===== config.mk =====
export PLATFORM = sky130hd
export DESIGN_NAME = uart_irq_status_dma_ctrl
export DESIGN_NICKNAME = d
export VERILOG_FILES = /design/src/hdl/uart_irq_pkg.sv /design/src/hdl/irq_flag_if.sv /design/src/hdl/irq_flag_store.sv /design/src/hdl/uart_irq_status_dma_ctrl.sv
export SDC_FILE = /design/constraint.sdc
export NUM_CORES = 1
export LEC_CHECK = 0
export BUFFER_PORTS_ARGS = -buffer_cell sky130_fd_sc_hd__buf_2
export CORE_UTILIZATION = 30
export CTS_CLUSTER_SIZE = 25
export DETAILED_ROUTE_END_ITERATION = 10
export GPL_ROUTABILITY_DRIVEN = 1
export PLACE_DENSITY = 0.53
export SKIP_LAST_GASP = 1
export SYNTH_ARGS = -nofsm -noshare
export SYNTH_HDL_FRONTEND = slang
export SYNTH_SLANG_ARGS = --single-unit

===== constraint.sdc =====
create_clock -name sys_clk -period 5 [get_ports sys_clk]
set_input_delay 1 -clock sys_clk [delete_from_list [all_inputs] [get_ports sys_clk]]
set_output_delay 1 -clock sys_clk [all_outputs]
set_load 0.005 [all_outputs]

===== src/hdl/uart_irq_pkg.sv =====
package uart_irq_pkg;
  // register offsets on the peripheral bus (byte addresses)
  localparam logic [11:0] MASK_OFFSET   = 12'h038;
  localparam logic [11:0] MIS_OFFSET    = 12'h040;
  localparam logic [11:0] ICR_OFFSET    = 12'h044;
  localparam logic [11:0] DMACR_OFFSET  = 12'h048;
  // interrupt source bit positions, shared by status, mask and clear
  localparam int NUM_SRC       = 11;
  localparam int OVERRUN_BIT   = 10;
  localparam int BREAK_BIT     = 9;
  localparam int PARITY_BIT    = 8;
  localparam int FRAMING_BIT   = 7;
  localparam int RX_TIMEOUT_BIT = 6;
  localparam int TX_BIT        = 5;
  localparam int RX_BIT        = 4;
  localparam int DSR_BIT       = 3;
  localparam int DCD_BIT       = 2;
  localparam int CTS_BIT       = 1;
  localparam int RING_BIT      = 0;
  localparam int NUM_MODEM     = 4;
  // dma control bit positions
  localparam int RX_DMA_EN_BIT    = 0;
  localparam int TX_DMA_EN_BIT    = 1;
  localparam int DMA_ON_ERR_BIT   = 2;
  localparam int DMACR_WIDTH      = 3;
  // values after reset
  localparam logic [NUM_SRC-1:0]     FLAGS_RESET = 11'h000;
  localparam logic [NUM_SRC-1:0]     MASK_RESET  = 11'h000;
  localparam logic [DMACR_WIDTH-1:0] DMACR_RESET = 3'h0;
  localparam logic [31:0]            RDATA_RESET = 32'h0000_0000;
endpackage


===== src/hdl/irq_flag_if.sv =====
`timescale 1ns/1ps
interface irq_flag_if;
  import uart_irq_pkg::*;
  logic [NUM_SRC-1:0] set_evt;   // one-cycle set pulses, overrun is a level
  logic [NUM_SRC-1:0] clr;       // one-cycle clear pulses from the bus
  logic [NUM_SRC-1:0] flags;     // raw flags, held except overrun which is live
  modport owner (input set_evt, input clr, output flags);
  modport user  (output set_evt, output clr, input flags);
endinterface


===== src/hdl/irq_flag_store.sv =====
`timescale 1ns/1ps
module irq_flag_store
  import uart_irq_pkg::*;
(
  input  wire logic  sys_clk,
  input  wire logic  reset,
  irq_flag_if.owner  fl
);
  genvar i;
  // one storage element per source; overrun passes straight through
  generate
    for (i = 0; i < NUM_SRC; i++)
    begin : g_flag
      if (i == OVERRUN_BIT)
      begin : g_live
        assign fl.flags[i] = fl.set_evt[i]; // live, not held
      end
      else
      begin : g_held
        logic flag_q;
        // set beats clear in the same cycle
        always_ff @(posedge sys_clk)
        begin
          if (reset)
            flag_q <= FLAGS_RESET[i];
          else if (fl.set_evt[i])
            flag_q <= 1'b1;
          else if (fl.clr[i])
            flag_q <= 1'b0;
        end
        assign fl.flags[i] = flag_q;
        // held flag drops one cycle after a lone clear
        property p_clear_drops;
          @(posedge sys_clk) disable iff (reset)
            fl.clr[i] && !fl.set_evt[i] |=> !fl.flags[i];
        endproperty
        a_clear_drops: assert property (p_clear_drops)
          else $error("flag not cleared by write of one");
        // a held flag stays set until cleared
        property p_flag_holds;
          @(posedge sys_clk) disable iff (reset)
            fl.flags[i] && !fl.clr[i] |=> fl.flags[i];
        endproperty
        a_flag_holds: assert property (p_flag_holds)
          else $error("held flag dropped without a clear");
      end
    end
  endgenerate
endmodule


===== src/hdl/uart_irq_status_dma_ctrl.sv =====
`timescale 1ns/1ps
module uart_irq_status_dma_ctrl
  import uart_irq_pkg::*;
#(
  parameter int FIFO_CNT_W = 6
)
(
  input  wire logic                  sys_clk,
  input  wire logic                  reset,
  input  wire logic                  psel,
  input  wire logic                  penable,
  input  wire logic                  pwrite,
  input  wire logic [11:0]           paddr,
  input  wire logic [31:0]           pwdata,
  output logic [31:0]                prdata,
  output logic                       pready,
  output logic                       pslverr,
  input  wire logic                  overrun_live,
  input  wire logic                  break_evt,
  input  wire logic                  parity_evt,
  input  wire logic                  framing_evt,
  input  wire logic                  rx_timeout_evt,
  input  wire logic                  tx_evt,
  input  wire logic                  rx_evt,
  input  wire logic [NUM_MODEM-1:0]  modem_pins,
  input  wire logic [FIFO_CNT_W-1:0] rx_fifo_count,
  input  wire logic [FIFO_CNT_W-1:0] tx_fifo_space,
  input  wire logic [FIFO_CNT_W-1:0] rx_watermark,
  input  wire logic [FIFO_CNT_W-1:0] tx_watermark,
  output logic                       uart_irq,
  output logic                       rx_dma_single_request,
  output logic                       rx_dma_burst_request,
  output logic                       tx_dma_single_request,
  output logic                       tx_dma_burst_request
);
  irq_flag_if fl ();

  logic [NUM_SRC-1:0]     mask_q;
  logic [DMACR_WIDTH-1:0] dmacr_q;
  logic [NUM_MODEM-1:0]   modem_meta_q;
  logic [NUM_MODEM-1:0]   modem_sync_q;
  logic [NUM_MODEM-1:0]   modem_prev_q;
  logic [NUM_SRC-1:0]     masked_irq_status;
  logic                   setup_phase;
  logic                   wr_en;
  logic                   hit_mask;
  logic                   hit_mis;
  logic                   hit_icr;
  logic                   hit_dmacr;
  logic                   err_pending;
  logic                   rx_dma_allow;
  logic                   tx_dma_allow;

  // address decode; every access finishes in its access phase
  assign hit_mask    = (paddr == MASK_OFFSET);
  assign hit_mis     = (paddr == MIS_OFFSET);
  assign hit_icr     = (paddr == ICR_OFFSET);
  assign hit_dmacr   = (paddr == DMACR_OFFSET);
  assign setup_phase = psel && !penable;
  assign wr_en       = psel && penable && pwrite;
  assign pready      = 1'b1;
  assign pslverr     = psel && penable &&
                       !(hit_mask || hit_mis || hit_icr || hit_dmacr);

  // modem pins cross into the bus clock through two flops; they keep
  // sampling through reset so a pin idling high gives no false edge
  always_ff @(posedge sys_clk)
  begin
    modem_meta_q <= modem_pins;
    modem_sync_q <= modem_meta_q;
    modem_prev_q <= modem_sync_q;
  end

  // sources into the flag store, in status layout order
  always_comb
  begin
    fl.set_evt                 = '0;
    fl.set_evt[OVERRUN_BIT]    = overrun_live;
    fl.set_evt[BREAK_BIT]      = break_evt;
    fl.set_evt[PARITY_BIT]     = parity_evt;
    fl.set_evt[FRAMING_BIT]    = framing_evt;
    fl.set_evt[RX_TIMEOUT_BIT] = rx_timeout_evt;
    fl.set_evt[TX_BIT]         = tx_evt;
    fl.set_evt[RX_BIT]         = rx_evt;
    fl.set_evt[NUM_MODEM-1:0]  = modem_sync_q ^ modem_prev_q; // any edge
  end

  // clear pulses: only ones written to the clear register act
  assign fl.clr = (wr_en && hit_icr) ?
                  pwdata[NUM_SRC-1:0] : '0;

  irq_flag_store u_flags (
    .sys_clk (sys_clk),
    .reset   (reset),
    .fl      (fl)
  );

  // mask register
  always_ff @(posedge sys_clk)
  begin
    if (reset)
      mask_q <= MASK_RESET;
    else if (wr_en && hit_mask)
      mask_q <= pwdata[NUM_SRC-1:0];
  end

  // dma control, upper bits dropped on write
  always_ff @(posedge sys_clk)
  begin
    if (reset)
      dmacr_q <= DMACR_RESET;
    else if (wr_en && hit_dmacr)
      dmacr_q <= pwdata[DMACR_WIDTH-1:0];
  end

  // masked view and combined interrupt
  assign masked_irq_status = fl.flags & mask_q;
  assign uart_irq          = |masked_irq_status;

  // read data captured in the setup phase, held for the access phase
  always_ff @(posedge sys_clk)
  begin
    if (reset)
      prdata <= RDATA_RESET;
    else if (setup_phase)
    begin
      prdata <= RDATA_RESET;
      if (!pwrite && hit_mis)
        prdata[NUM_SRC-1:0] <= masked_irq_status;
      else if (!pwrite && hit_mask)
        prdata[NUM_SRC-1:0] <= mask_q;
      else if (!pwrite && hit_dmacr)
        prdata[DMACR_WIDTH-1:0] <= dmacr_q;
    end
  end

  // dma request gating
  assign err_pending  = |masked_irq_status[OVERRUN_BIT:FRAMING_BIT];
  assign rx_dma_allow = dmacr_q[RX_DMA_EN_BIT] &&
                        !(dmacr_q[DMA_ON_ERR_BIT] && err_pending);
  assign tx_dma_allow = dmacr_q[TX_DMA_EN_BIT];

  // burst when a watermark's worth is there, single whenever any data is there
  assign rx_dma_burst_request  = rx_dma_allow &&
                                 (rx_fifo_count >= rx_watermark) &&
                                 (rx_fifo_count != '0);
  assign rx_dma_single_request = rx_dma_allow &&
                                 (rx_fifo_count != '0);
  assign tx_dma_burst_request  = tx_dma_allow &&
                                 (tx_fifo_space >= tx_watermark) &&
                                 (tx_fifo_space != '0);
  assign tx_dma_single_request = tx_dma_allow && (tx_fifo_space != '0);

  // a write of one to the clear register drops a held masked bit
  property p_mis_clear;
    @(posedge sys_clk) disable iff (reset)
      wr_en && hit_icr && pwdata[BREAK_BIT] && !break_evt
      |=> !masked_irq_status[BREAK_BIT];
  endproperty
  a_mis_clear: assert property (p_mis_clear)
    else $error("break status survived clear write");

  // a zero written to the clear register keeps a pending framing flag
  property p_zero_keeps;
    @(posedge sys_clk) disable iff (reset)
      wr_en && hit_icr && !pwdata[FRAMING_BIT] && fl.flags[FRAMING_BIT]
      |=> fl.flags[FRAMING_BIT];
  endproperty
  a_zero_keeps: assert property (p_zero_keeps)
    else $error("write of zero cleared framing flag");

  // receive dma silent while an error blocks it
  property p_block_on_err;
    @(posedge sys_clk) disable iff (reset)
      dmacr_q[DMA_ON_ERR_BIT] && err_pending
      |-> !rx_dma_single_request && !rx_dma_burst_request;
  endproperty
  a_block_on_err: assert property (p_block_on_err)
    else $error("rx dma request during blocked error");

  // transmit dma needs its enable
  property p_tx_enable;
    @(posedge sys_clk) disable iff (reset)
      !dmacr_q[TX_DMA_EN_BIT] |-> !tx_dma_single_request &&
                                  !tx_dma_burst_request;
  endproperty
  a_tx_enable: assert property (p_tx_enable)
    else $error("tx dma request while disabled");

  // receive dma needs its enable
  property p_rx_enable;
    @(posedge sys_clk) disable iff (reset)
      !dmacr_q[RX_DMA_EN_BIT] |-> !rx_dma_single_request &&
                                  !rx_dma_burst_request;
  endproperty
  a_rx_enable: assert property (p_rx_enable)
    else $error("rx dma request while disabled");

  // burst only with a full watermark, and only together with single
  property p_rx_burst;
    @(posedge sys_clk) disable iff (reset)
      rx_dma_burst_request |-> rx_fifo_count >= rx_watermark &&
                               rx_dma_single_request;
  endproperty
  a_rx_burst: assert property (p_rx_burst)
    else $error("rx burst below watermark");

  // break event with mask set shows in status and interrupt next cycle
  property p_break_seen;
    @(posedge sys_clk) disable iff (reset)
      break_evt && mask_q[BREAK_BIT] && !(wr_en && hit_mask)
      |=> masked_irq_status[BREAK_BIT] && uart_irq;
  endproperty
  a_break_seen: assert property (p_break_seen)
    else $error("break event missing from masked status");

  // overrun request tracks its live input without delay
  property p_overrun_live;
    @(posedge sys_clk) disable iff (reset)
      masked_irq_status[OVERRUN_BIT] ==
        (overrun_live && mask_q[OVERRUN_BIT]);
  endproperty
  a_overrun_live: assert property (p_overrun_live)
    else $error("overrun status not live");

  // dma control upper bits read back as zero
  property p_dmacr_read;
    @(posedge sys_clk) disable iff (reset)
      setup_phase && !pwrite && hit_dmacr
      |=> prdata == {29'h0000_0000, $past(dmacr_q)};
  endproperty
  a_dmacr_read: assert property (p_dmacr_read)
    else $error("dma control read back wrong");
endmodule


== Yosys cells after proc, flatten, opt, wreduce, memory -nomap -nowiden ==
Index checks and enable logic that the tools add are counted.

* Order comparisons: 2
* Equality and inequality tests: 4
* Mux-type cells: 25
* Bitwise operators: 2
* Reduce and logical (&&, ||, !) cells: 39

{| class="wikitable"
|+ Operators by type and width
! kind !! count
|-
| 12-bit by 7-bit == test with 1-bit output (second input constant) || 3
|-
| 1-bit 2-to-1 mux || 20
|-
| 2-bit nonzero test || 10
|-
| 1-bit logical AND || 18
|-
| 12-bit by 6-bit == test with 1-bit output (second input constant) || 1
|-
| 6-bit >= comparator || 2
|-
| 6-bit nonzero test || 2
|-
| 11-bit bitwise AND || 1
|-
| 11-bit 2-to-1 mux || 1
|-
| 11-bit OR reduction || 1
|-
| 10-bit 2-to-1 mux || 1
|-
| 8-bit 2-to-1 mux || 1
|-
| 3-bit 2-to-1 mux || 2
|-
| 1-bit zero test || 4
|-
| 4-bit OR reduction || 1
|-
| 4-bit bitwise XOR || 1
|-
| 1-bit logical OR || 3
|}

* Register bits: 47
* Bits of input ports: 84
* Output and inout bits: 39
* Logic and storage cells: 88

== Longest topological paths before layout ==
Gate-level depths: netlist (run 1).

* Depth after elaboration: 7
* Gate-level depth with buffers: 6
* Gate-level depth less buffers: 6

== Modules after synthesis ==
A second synthesis (run 1) with hierarchy kept.

* Cells, all modules: 279
* Area, all modules: 2633.8 µm²

{| class="wikitable"
|+ Modules (own cells, without submodules)
! module !! instances !! cells an instance !! area each (µm²) !! seq. area each (µm²)
|-
| uart_irq_status_dma_ctrl || 1 || 227 || 2077.0 || 740.7
|-
| irq_flag_store || 1 || 52 || 556.8 || 200.2
|}

== Worst setup path after synthesis (run 1) ==
OpenSTA, ideal clock, no wires.

* Kind: input -> output
* From: in rx_fifo_count[0]
* To: out rx_dma_burst_request
* Data arrival time: 1962 ps
* Data required time: 4000 ps
* Setup slack: 2038 ps
* Stages on the path: 4
* Path buffers: 0
* Cell sequence: or4_1 -> o31ai_1 -> a211oi_1 -> a21boi_0

* Cells in the longest elaborated chain, start to end: 3
* Elaborated cells between the ends (all ways): 4
* Classes of those cells: 1 x order compare; 3 x reduce/logical

{| class="wikitable"
|+ Ends and longest elaborated chain
! element !! RTL line !! source
|-
| from (decl) || uart_irq_status_dma_ctrl.sv:26 || <nowiki>input wire logic [FIFO_CNT_W-1:0] rx_fifo_count,</nowiki>
|-
| 6-bit >= comparator || uart_irq_status_dma_ctrl.sv:145 || <nowiki>(rx_fifo_count >= rx_watermark) &&</nowiki>
|-
| 1-bit logical AND || uart_irq_status_dma_ctrl.sv:144 || <nowiki>assign rx_dma_burst_request = rx_dma_allow &&</nowiki>
|-
| 1-bit logical AND * || uart_irq_status_dma_ctrl.sv:145 ||
|-
| to (decl) || uart_irq_status_dma_ctrl.sv:32 || <nowiki>output logic rx_dma_burst_request,</nowiki>
|}

Every way passes the cells marked *; elsewhere a longest branch is shown, timed or not.

== Worst setup path in the final report (run 1) ==
Same ends and word-level chain as after synthesis.

==> results.sh, run 1 <==
export IMPL_totalWireLength_um=5375
export IMPL_antenna_found_initial=0
export IMPL_grt_pass1_wl_um=9025
export IMPL_syn_to_final_growth_pct=20.60
export IMPL_endpoint_kind="output port"
export IMPL_first_iter_violations=59
export IMPL_drive_above_1_share_pct=28.99
export IMPL_synth_cell_type_count=50
export IMPL_tritoncts="done"
export IMPL_dp_hpwl_um=4198
export IMPL_path_max_fanout=2
export IMPL_stdcell_count=447
export IMPL_finalCriticalPeriod_ps=3275
export IMPL_crit_path_start_kind="primary input"
export IMPL_die_area_mm2=0.008668
export IMPL_viasPerCell=4.586
export IMPL_arrival_ps=2280
export IMPL_fmax_ghz=0.3053
export IMPL_hp_class="flop to flop"
export IMPL_num_rows=32
export IMPL_routedWlPerCell_um=12.02
export IMPL_total_leakage_power_uw=0.001562
export IMPL_crit_end="rx_dma_burst_request"
export IMPL_critPathKind="primary input to output port"
export IMPL_setup_total_negative_slack_ps=0
export IMPL_portBuffers=79
export IMPL_worst_slew_pin_slew_ps=932.5
export IMPL_r2r_cells=3
export IMPL_crit_required_ps=4000
export IMPL_avgSynthCellArea_um2=9.256
export IMPL_grt_max_degree=37
export IMPL_cp_startpoint="rx_fifo_count[0]"
export IMPL_ir_worst_vdd_v=0.0001567
export IMPL_cts_root_buffer="clkbuf_8"
export IMPL_setup_viol=0
export IMPL_io_pins=123
export IMPL_rr_endpoint="prdata[1]$_SDFFE_PP0P_"
export IMPL_status="finished, final reports clean"
export IMPL_clockBufferDepth=2
export IMPL_drv_slew=0
export IMPL_r2r_slack_ps=4100
export IMPL_slew_headroom_pct=37.65
export IMPL_drv_cap=0
export IMPL_synthFlopType="dfxtp_1"
export IMPL_initial_core_util_pct=31.57
export IMPL_vias=2050
export IMPL_synth_warnings=0
export IMPL_placed_area_mm2=0.002863
export IMPL_drtAntennaViolNets=0
export IMPL_synthCells=269
export IMPL_fin_crit_sh_pct=65.51
export IMPL_dieWidth_um=93.10
export IMPL_synth_seq_cells=47
export IMPL_grt_pass1_vias=1934
export IMPL_fin_area_mm2=0.003003
export IMPL_routabilityCongestion=0.7345
export IMPL_grt_overflow=0
export IMPL_core_area_mm2=0.007888
export IMPL_ys_async_sr_fraction_pct=0
export IMPL_reg2reg_from="dmacr_q[1]$_SDFFE_PP0P_"
export IMPL_cts_hold_buf=0
export IMPL_final_hold_violation_count=0
export IMPL_clock_sink_count=47
export IMPL_diodes=0
export IMPL_skew_ps=7.085
export IMPL_dp_cells=439
export IMPL_htree_levels=2
export IMPL_final_cell_mix="buf_2 (79), dfxtp_1 (47), nor2_1 (40)"
export IMPL_die_y_um=93.10
export IMPL_p_per_area_mw_per_mm2=271.0
export IMPL_track_usage_pct=13.13
export IMPL_rsz0062_at_grt="false"
export IMPL_post_cts_resized=0
export IMPL_drc_errors=0
export IMPL_dr_pass1_iters=4
export IMPL_clk_pin_slew_ps=90
export IMPL_cts_buffers=5
export IMPL_fin_nets=440
export IMPL_synth_edff_count=0
export IMPL_seq_area_frac_synth_pct=37.79
export IMPL_syn_cell_area_mm2=0.002490
export IMPL_postCtsSetupBuffers=0
export IMPL_final_common_cell="buf_2"
export IMPL_final_util_pct=38.07
export IMPL_clock_latency_ps=300
-- per-layer routing --
metal | track usage, % | vias to the layer above | wire length, µm
met3 | 2.602 | 5 | 243
met2 | 21.75 | 58 | 2540
met1 | 17.22 | 930 | 2547
li1 | - | 1057 | -
met5 | 0 | - | 0
met4 | 3.846 | 0 | 44
-- flip-flops by register name, indices dropped and copies added (netlist names) --
name and flops:
mask_q 11, prdata 11, u_flags.g_flag.g_held.flag_q 10, modem_meta_q 4, modem_prev_q 4, modem_sync_q 4
dmacr_q 3
-- critical path: stages --
cell	delay (ps)
buf_2	100
or4_1	530
o31ai_1	290
a211oi_1	90
a21boi_0	130
buf_2	140
-- Yosys cell counts, types with 4 or more instances --
cell / number / area share [%]
mux2i_1: 14 / 5.6
ha_1: 12 / 6.0
buf_4: 22 / 6.6
a311oi_1: 6 / 2.1
nor2_1: 40 / 6.0
o21ai_0: 5 / 1.0
a21oi_1: 4 / 0.80
nor2b_1: 4 / 1.0
dfxtp_1: 47 / 38
xor2_1: 4 / 1.4
nor3b_1: 11 / 3.3
a211oi_1: 5 / 1.5
nand2_1: 13 / 2.0
nand4_1: 6 / 1.5
a211o_1: 8 / 2.8
inv_1: 18 / 2.7
-- area by class of cell --
| cell class | count | area (µm²) |
|---|---|---|
| Multi-Input combinational cell | 193 | 1331 |
| Clock buffer | 5 | 68.82 |
| Fill cell | 799 | 4885 |
| Tap cell | 102 | 127.6 |
| Timing Repair Buffer | 79 | 395.4 |
| Inverter | 18 | 67.56 |
| Sequential cell | 47 | 940.9 |
| Clock inverter | 3 | 71.32 |
-- per-stage QoR --
stage | worst slack [ps] | hold WS [ps] | power (µW)
after floorplan | 2038 | 309.6 | 460.2
after global placement | 1740 | 310.9 | 485.9
after detailed placement | 1730 | 316.1 | 488.6
after CTS | 1718 | 339.8 | 828.8
after global routing | 1648 | 342.7 | 861.2
final | 1725 | 334.1 | 813.9
-- how the worst min path moves through the flow --
stage                            startpoint                       to  slack, ps  depth (start not counted)
finish              modem_meta_q[3]$_DFF_P_  modem_sync_q[3]$_DFF_P_        330                          0
global route        modem_meta_q[1]$_DFF_P_  modem_sync_q[1]$_DFF_P_        340                          0
CTS                 modem_meta_q[0]$_DFF_P_  modem_sync_q[0]$_DFF_P_        340                          0
detailed placement  modem_meta_q[0]$_DFF_P_  modem_sync_q[0]$_DFF_P_        320                          0
global placement    modem_meta_q[3]$_DFF_P_  modem_sync_q[3]$_DFF_P_        310                          0
floorplan           modem_meta_q[0]$_DFF_P_  modem_sync_q[0]$_DFF_P_        310                          0
-- kinds of logic (layout without fill, tap and decap cells) --
| kind of cell | count (synthesis) | after routing | synth area share [%] |
|---|---|---|---|
| AO/OA/AOI/OAI | 46 | 46 | 15.28 |
| other | 2 | 22 | 0.3016 |
| buffers and inverters | 49 | 105 | 11.76 |
| XOR/XNOR | 4 | 4 | 1.407 |
| adder cells (fa/ha/maj) | 12 | 12 | 6.030 |
| flip-flops | 47 | 47 | 37.79 |
| AND/OR/NAND/NOR | 95 | 95 | 21.81 |
| multiplexers | 14 | 14 | 5.628 |
-- where the power goes --
| group | switching [µW] | total, µW | internal (µW) |
|---|---|---|---|
| Clock | 132 | 335 | 203 |
| Sequential | 6.26 | 393 | 387 |
| Combinational | 45.6 | 85.6 | 40.0 |
(Power assumes the default switching activity.)
==> run 2: changes to the inputs <==
- PLACE_DENSITY: 0.53 -> 0.55
- clock period: 5 -> 2.9 ns (I/O delays scaled with it)
==> run 2 against run 1 <==
- worst setup slack got worse by 1200 ps
- largest cell class unchanged
- highest routed layer unchanged
- critical path depth did not move
- sequential cell count did not move
- via count rose by 0.24%
- final cell count rose by 0.45%
==> results.sh, run 2 (synthesis results as in run 1) <==
export IMPL_status="finished, final reports clean"
export IMPL_p_per_area_mw_per_mm2=436.5
export IMPL_crit_path_cell_trace="buf_2 -> or4_1 -> o31ai_1 -> a211oi_1 -> a21boi_0 -> buf_2"
export IMPL_drtAntennaViolNets=0
export IMPL_met1_usage_pct=16.85
export IMPL_vias=2055
export IMPL_clock_latency_ps=290
export IMPL_slew_headroom_pct=56.07
export IMPL_portBuffers=79
export IMPL_drc_errors=0
export IMPL_total_leakage_power_uw=0.001556
export IMPL_rsz0062_at_grt="false"
export IMPL_setup_viol=0
export IMPL_first_iter_violations=46
export IMPL_routabilityCongestion=0.7295
export IMPL_cts_buffers=5
export IMPL_crit_top_cell="buf_2"
export IMPL_endpoint_kind="output port"
export IMPL_crit_required_ps=2320
export IMPL_drv_cap=0
export IMPL_grt_busiest_layer="met2"
export IMPL_grt_overflow=0
export IMPL_htree_levels=2
export IMPL_syn_to_final_growth_pct=20.20
export IMPL_dr_pass1_iters=4
export IMPL_cts_root_buffer="clkbuf_8"
export IMPL_grt_use_met3_pct=1.870
export IMPL_die_y_um=93.10
export IMPL_final_hold_violation_count=0
export IMPL_cp_startpoint="rx_fifo_count[0]"
export IMPL_ir_worst_vdd_v=0.0002290
export IMPL_setup_total_negative_slack_ps=0
export IMPL_cpPeakStageDelay_ps=520
export IMPL_track_usage_pct=12.81
export IMPL_detailedPlace_worstSlack_ps=483.1
export IMPL_critPathKind="primary input to output port"
export IMPL_clockBufferDepth=2
export IMPL_drive_above_1_share_pct=29.39
export IMPL_totalWireLength_um=5306
export IMPL_final_cell_mix="buf_2 (79), dfxtp_1 (47), nor2_1 (40)"
export IMPL_drv_slew=0
export IMPL_diodes=0
export IMPL_fin_crit_sh_pct=83.25
export IMPL_finalCriticalPeriod_ps=2414
export IMPL_routedWlPerCell_um=11.82
export IMPL_reg2reg_from="modem_sync_q[3]$_DFF_P_"
export IMPL_reg_largest_list="mask_q x11, prdata x11, u_flags.g_flag.g_held.flag_q x10"
export IMPL_skew_ps=3.647
export IMPL_antenna_found_initial=0
export IMPL_cts_hold_buf=0
export IMPL_arrival_ps=1830
export IMPL_hp_start="modem_meta_q[0]$_DFF_P_"
export IMPL_path_max_fanout=2
export IMPL_num_rows=32
export IMPL_post_cts_resized=0
export IMPL_clock_sink_count=47
export IMPL_crit_path_start_kind="primary input"
export IMPL_viasPerCell=4.577
export IMPL_hp_class="flop to flop"
export IMPL_grt_pass1_wl_um=8880
export IMPL_io_pins=123
export IMPL_grt_pass1_vias=1960
export IMPL_fin_nets=442
export IMPL_initial_core_util_pct=31.57
export IMPL_dp_hpwl_um=4191
export IMPL_fmax_ghz=0.4142
export IMPL_die_area_mm2=0.008668
export IMPL_dieWidth_um=93.10
export IMPL_core_area_mm2=0.007888
export IMPL_postCtsSetupBuffers=0
export IMPL_worst_slew_pin_slew_ps=658.9
export IMPL_final_common_cell="buf_2"
export IMPL_crit_slowest_cell="or4_1"
export IMPL_finalWorstSetupSlack_ps=485.7
export IMPL_grt_use_met2_pct=21.63
export IMPL_tritoncts="done"
export IMPL_clk_pin_slew_ps=90
export IMPL_whs_ps=333.8
export IMPL_grt_max_degree=37
run 2: final timing paths:
check,endpoint,slack [ps],depth (start not counted)
setup / recovery,rx_dma_burst_request,490,6
hold / removal,modem_sync_q[0]$_DFF_P_,330,0
setup reg to reg,u_flags.g_flag[3].g_held.flag_q$_SDFFE_PP0P_,2000,3
hold reg to reg,modem_sync_q[0]$_DFF_P_,330,0
run 2: cell type report:
| class | instances | area (µm²) |
|---|---|---|
| fillers | 831 | 4895 |
| multi-input cells | 193 | 1331 |
| flip-flops and latches | 47 | 940.9 |
| repair buffers | 81 | 410.4 |
| well taps | 102 | 127.6 |
| clock buffers | 5 | 68.82 |
| inverters | 18 | 67.56 |
| clock inverters | 3 | 46.29 |
run 2: routing by layer:
layer | share of wire, % | wire [µm]
met1 | 46 | 2456
met2 | 49 | 2583
met3 | 4.5 | 238
met4 | 0.53 | 28
met5 | 0 | 0
run 2: through the flow:
step	utilization, %	std cells	total power, µW	cell area [µm²]
after floorplan	-	289	793.4	2565
after global placement	36.48	441	837.6	2878
after detailed placement	36.48	441	842.4	2878
after CTS	37.94	449	1326	2993
after global routing	37.94	449	1382	2993
final	37.94	449	1306	2993
run 2: worst max-delay path: cells and delay by family:
kind                   cells  cell delay, ps
and+or+nand+nor            1             520
AOI/OAI and AO/OA          3             490
buffers and inverters      2             230
run 2: where the power goes:
part           leakage [µW]  switching (µW)  internal [µW]
Sequential         0.000387            10.4            667
Clock             0.0000548             221            260
Combinational       0.00111            78.9           69.1
==> run 3: changes to the inputs <==
- PLACE_DENSITY: 0.55 -> 0.53
- clock period: 2.9 -> 2.3 ns (I/O delays scaled with it)
==> run 3 against run 2 <==
- non-clock buffer count up 3
- critical path depth unchanged
- clock-buffer cell count unchanged
- final area down 0.17%
- global-route usage down 0.052 points
- largest power group unchanged
- clock skew down 0.63 ps
- sequential share of layout area up 0.053 points
- sequential power up 26%
- worst hold slack worse by 72 ps
==> results.sh, run 3 (synthesis results as in run 1) <==
export IMPL_tritoncts="done"
export IMPL_dr_pass1_iters=4
export IMPL_cp_startpoint="rx_fifo_count[0]"
export IMPL_drv_cap=0
export IMPL_hp_class="primary input to flop"
export IMPL_die_y_um=93.10
export IMPL_grt_pass1_vias=1938
export IMPL_viasPerCell=4.608
export IMPL_clockBufferDepth=2
export IMPL_crit_path_start_kind="primary input"
export IMPL_critPathKind="primary input to output port"
export IMPL_post_cts_resized=0
export IMPL_num_rows=32
export IMPL_htree_levels=2
export IMPL_path_max_fanout=2
export IMPL_skew_ps=3.018
export IMPL_drive_above_1_share_pct=30.00
export IMPL_endpoint_kind="output port"
export IMPL_clock_sink_count=47
export IMPL_fmax_ghz=0.4611
export IMPL_die_area_mm2=0.008668
export IMPL_grt_overflow=0
export IMPL_finalCriticalPeriod_ps=2169
export IMPL_core_area_mm2=0.007888
export IMPL_combPwrFrac_pct=12.3
export IMPL_cts_buffers=5
export IMPL_initial_core_util_pct=31.57
export IMPL_vias=2083
export IMPL_p_per_area_mw_per_mm2=513.5
export IMPL_rsz0062_at_grt="false"
export IMPL_totalWireLength_um=5408
export IMPL_syn_to_final_growth_pct=20.00
export IMPL_detailedPlace_worstSlack_ps=127.2
export IMPL_portBuffers=79
export IMPL_final_common_cell="buf_2"
export IMPL_switchingPower_uw=389.2
export IMPL_p_seq_share_pct=55.7
export IMPL_status="finished, final reports clean"
export IMPL_drv_slew=0
export IMPL_p_clk_share_pct=32.0
export IMPL_total_leakage_power_uw=0.001565
export IMPL_final_cell_mix="buf_2 (79), dfxtp_1 (47), nor2_1 (40)"
export IMPL_track_usage_pct=12.76
export IMPL_final_hold_violation_count=0
export IMPL_crit_required_ps=1840
export IMPL_postCtsSetupBuffers=0
export IMPL_clock_latency_ps=290
export IMPL_cts_hold_buf=0
export IMPL_diodes=0
export IMPL_io_pins=123
export IMPL_ff_latch_area_um2=940.9
export IMPL_setup_viol=0
export IMPL_hold_depth=1
export IMPL_ir_worst_vdd_v=0.0003405
export IMPL_clk_pin_slew_ps=90
export IMPL_fin_nets=445
export IMPL_first_iter_violations=85
export IMPL_routabilityCongestion=0.7117
export IMPL_reg_largest_list="mask_q x11, prdata x11, u_flags.g_flag.g_held.flag_q x10"
export IMPL_antenna_found_initial=0
export IMPL_swShare_pct=25.37
export IMPL_hold_end="modem_meta_q[2]$_DFF_P_"
export IMPL_internal_power_uw=1145
export IMPL_reg2reg_from="dmacr_q[1]$_SDFFE_PP0P_"
export IMPL_grt_pass1_wl_um=8804
export IMPL_drc_errors=0
export IMPL_r2r_cells=3
export IMPL_dp_hpwl_um=4242
export IMPL_rr_endpoint="prdata[1]$_SDFFE_PP0P_"
export IMPL_setup_total_negative_slack_ps=0
export IMPL_finalWorstSetupSlack_ps=131.5
export IMPL_drtAntennaViolNets=0
export IMPL_arrival_ps=1710
export IMPL_routedWlPerCell_um=11.96
export IMPL_grt_max_degree=36
export IMPL_fin_crit_sh_pct=94.28
export IMPL_fillers=837
export IMPL_hp_start="modem_pins[2]"
export IMPL_r2r_slack_ps=1400
export IMPL_multiInputGateArea_mm2=0.001331
export IMPL_cts_root_buffer="clkbuf_8"
export IMPL_dieWidth_um=93.10
-- run 3: metrics by stage --
stage               cell area (µm²)  std cells  power (µW)  utilization [%]  hold WS, ps
finish                         2988        452        1534            37.88        262.1
global route                   2988        452        1629            37.88        242.8
CTS                            2988        452        1565            37.88        247.7
detailed placement             2900        444        1064            36.77        312.1
global placement               2900        444        1059            36.77        310.8
floorplan                      2565        289        1000                -        309.6
-- run 3: metal layers --
metal  track usage, %  wire (µm)
met1            16.25       2443
met2            21.75       2658
met3            3.008        283
met4            2.949         22
met5                0          0
-- run 3: worst max-delay path, stage by stage --
cell,delay [ps]
buf_2,100
or4_1,510
o31ai_1,280
a211oi_1,90
a21boi_0,130
buf_2,130
-- run 3: layout make-up --
type                       instances  area share [%]
inverter                          18           2.261
multi-input combinational        193           44.56
clock buffer                       5           2.303
clock inverter                     3          0.6281
tap                              102           4.271
timing repair buffer              84           14.49
sequential                        47           31.49
-- run 3: worst max-delay path by stage --
stage	slack (ps)	end
6_report	130	rx_dma_burst_request
5_1_grt	60	rx_dma_burst_request
4_1_cts	110	rx_dma_burst_request
3_5_place_dp	130	rx_dma_burst_request
3_3_place_gp	120	rx_dma_burst_request
2_1_floorplan	420	rx_dma_burst_request
-- run 3: power by group through the flow --
stage | Sequential [µW] | Clock (µW) | Combinational [µW]
detailed placement | 874 | 0 | 190
global placement | 873 | 0 | 185
global route | 859 | 552 | 218
floorplan | 871 | 0 | 129
CTS | 855 | 519 | 191
finish | 854 | 492 | 188
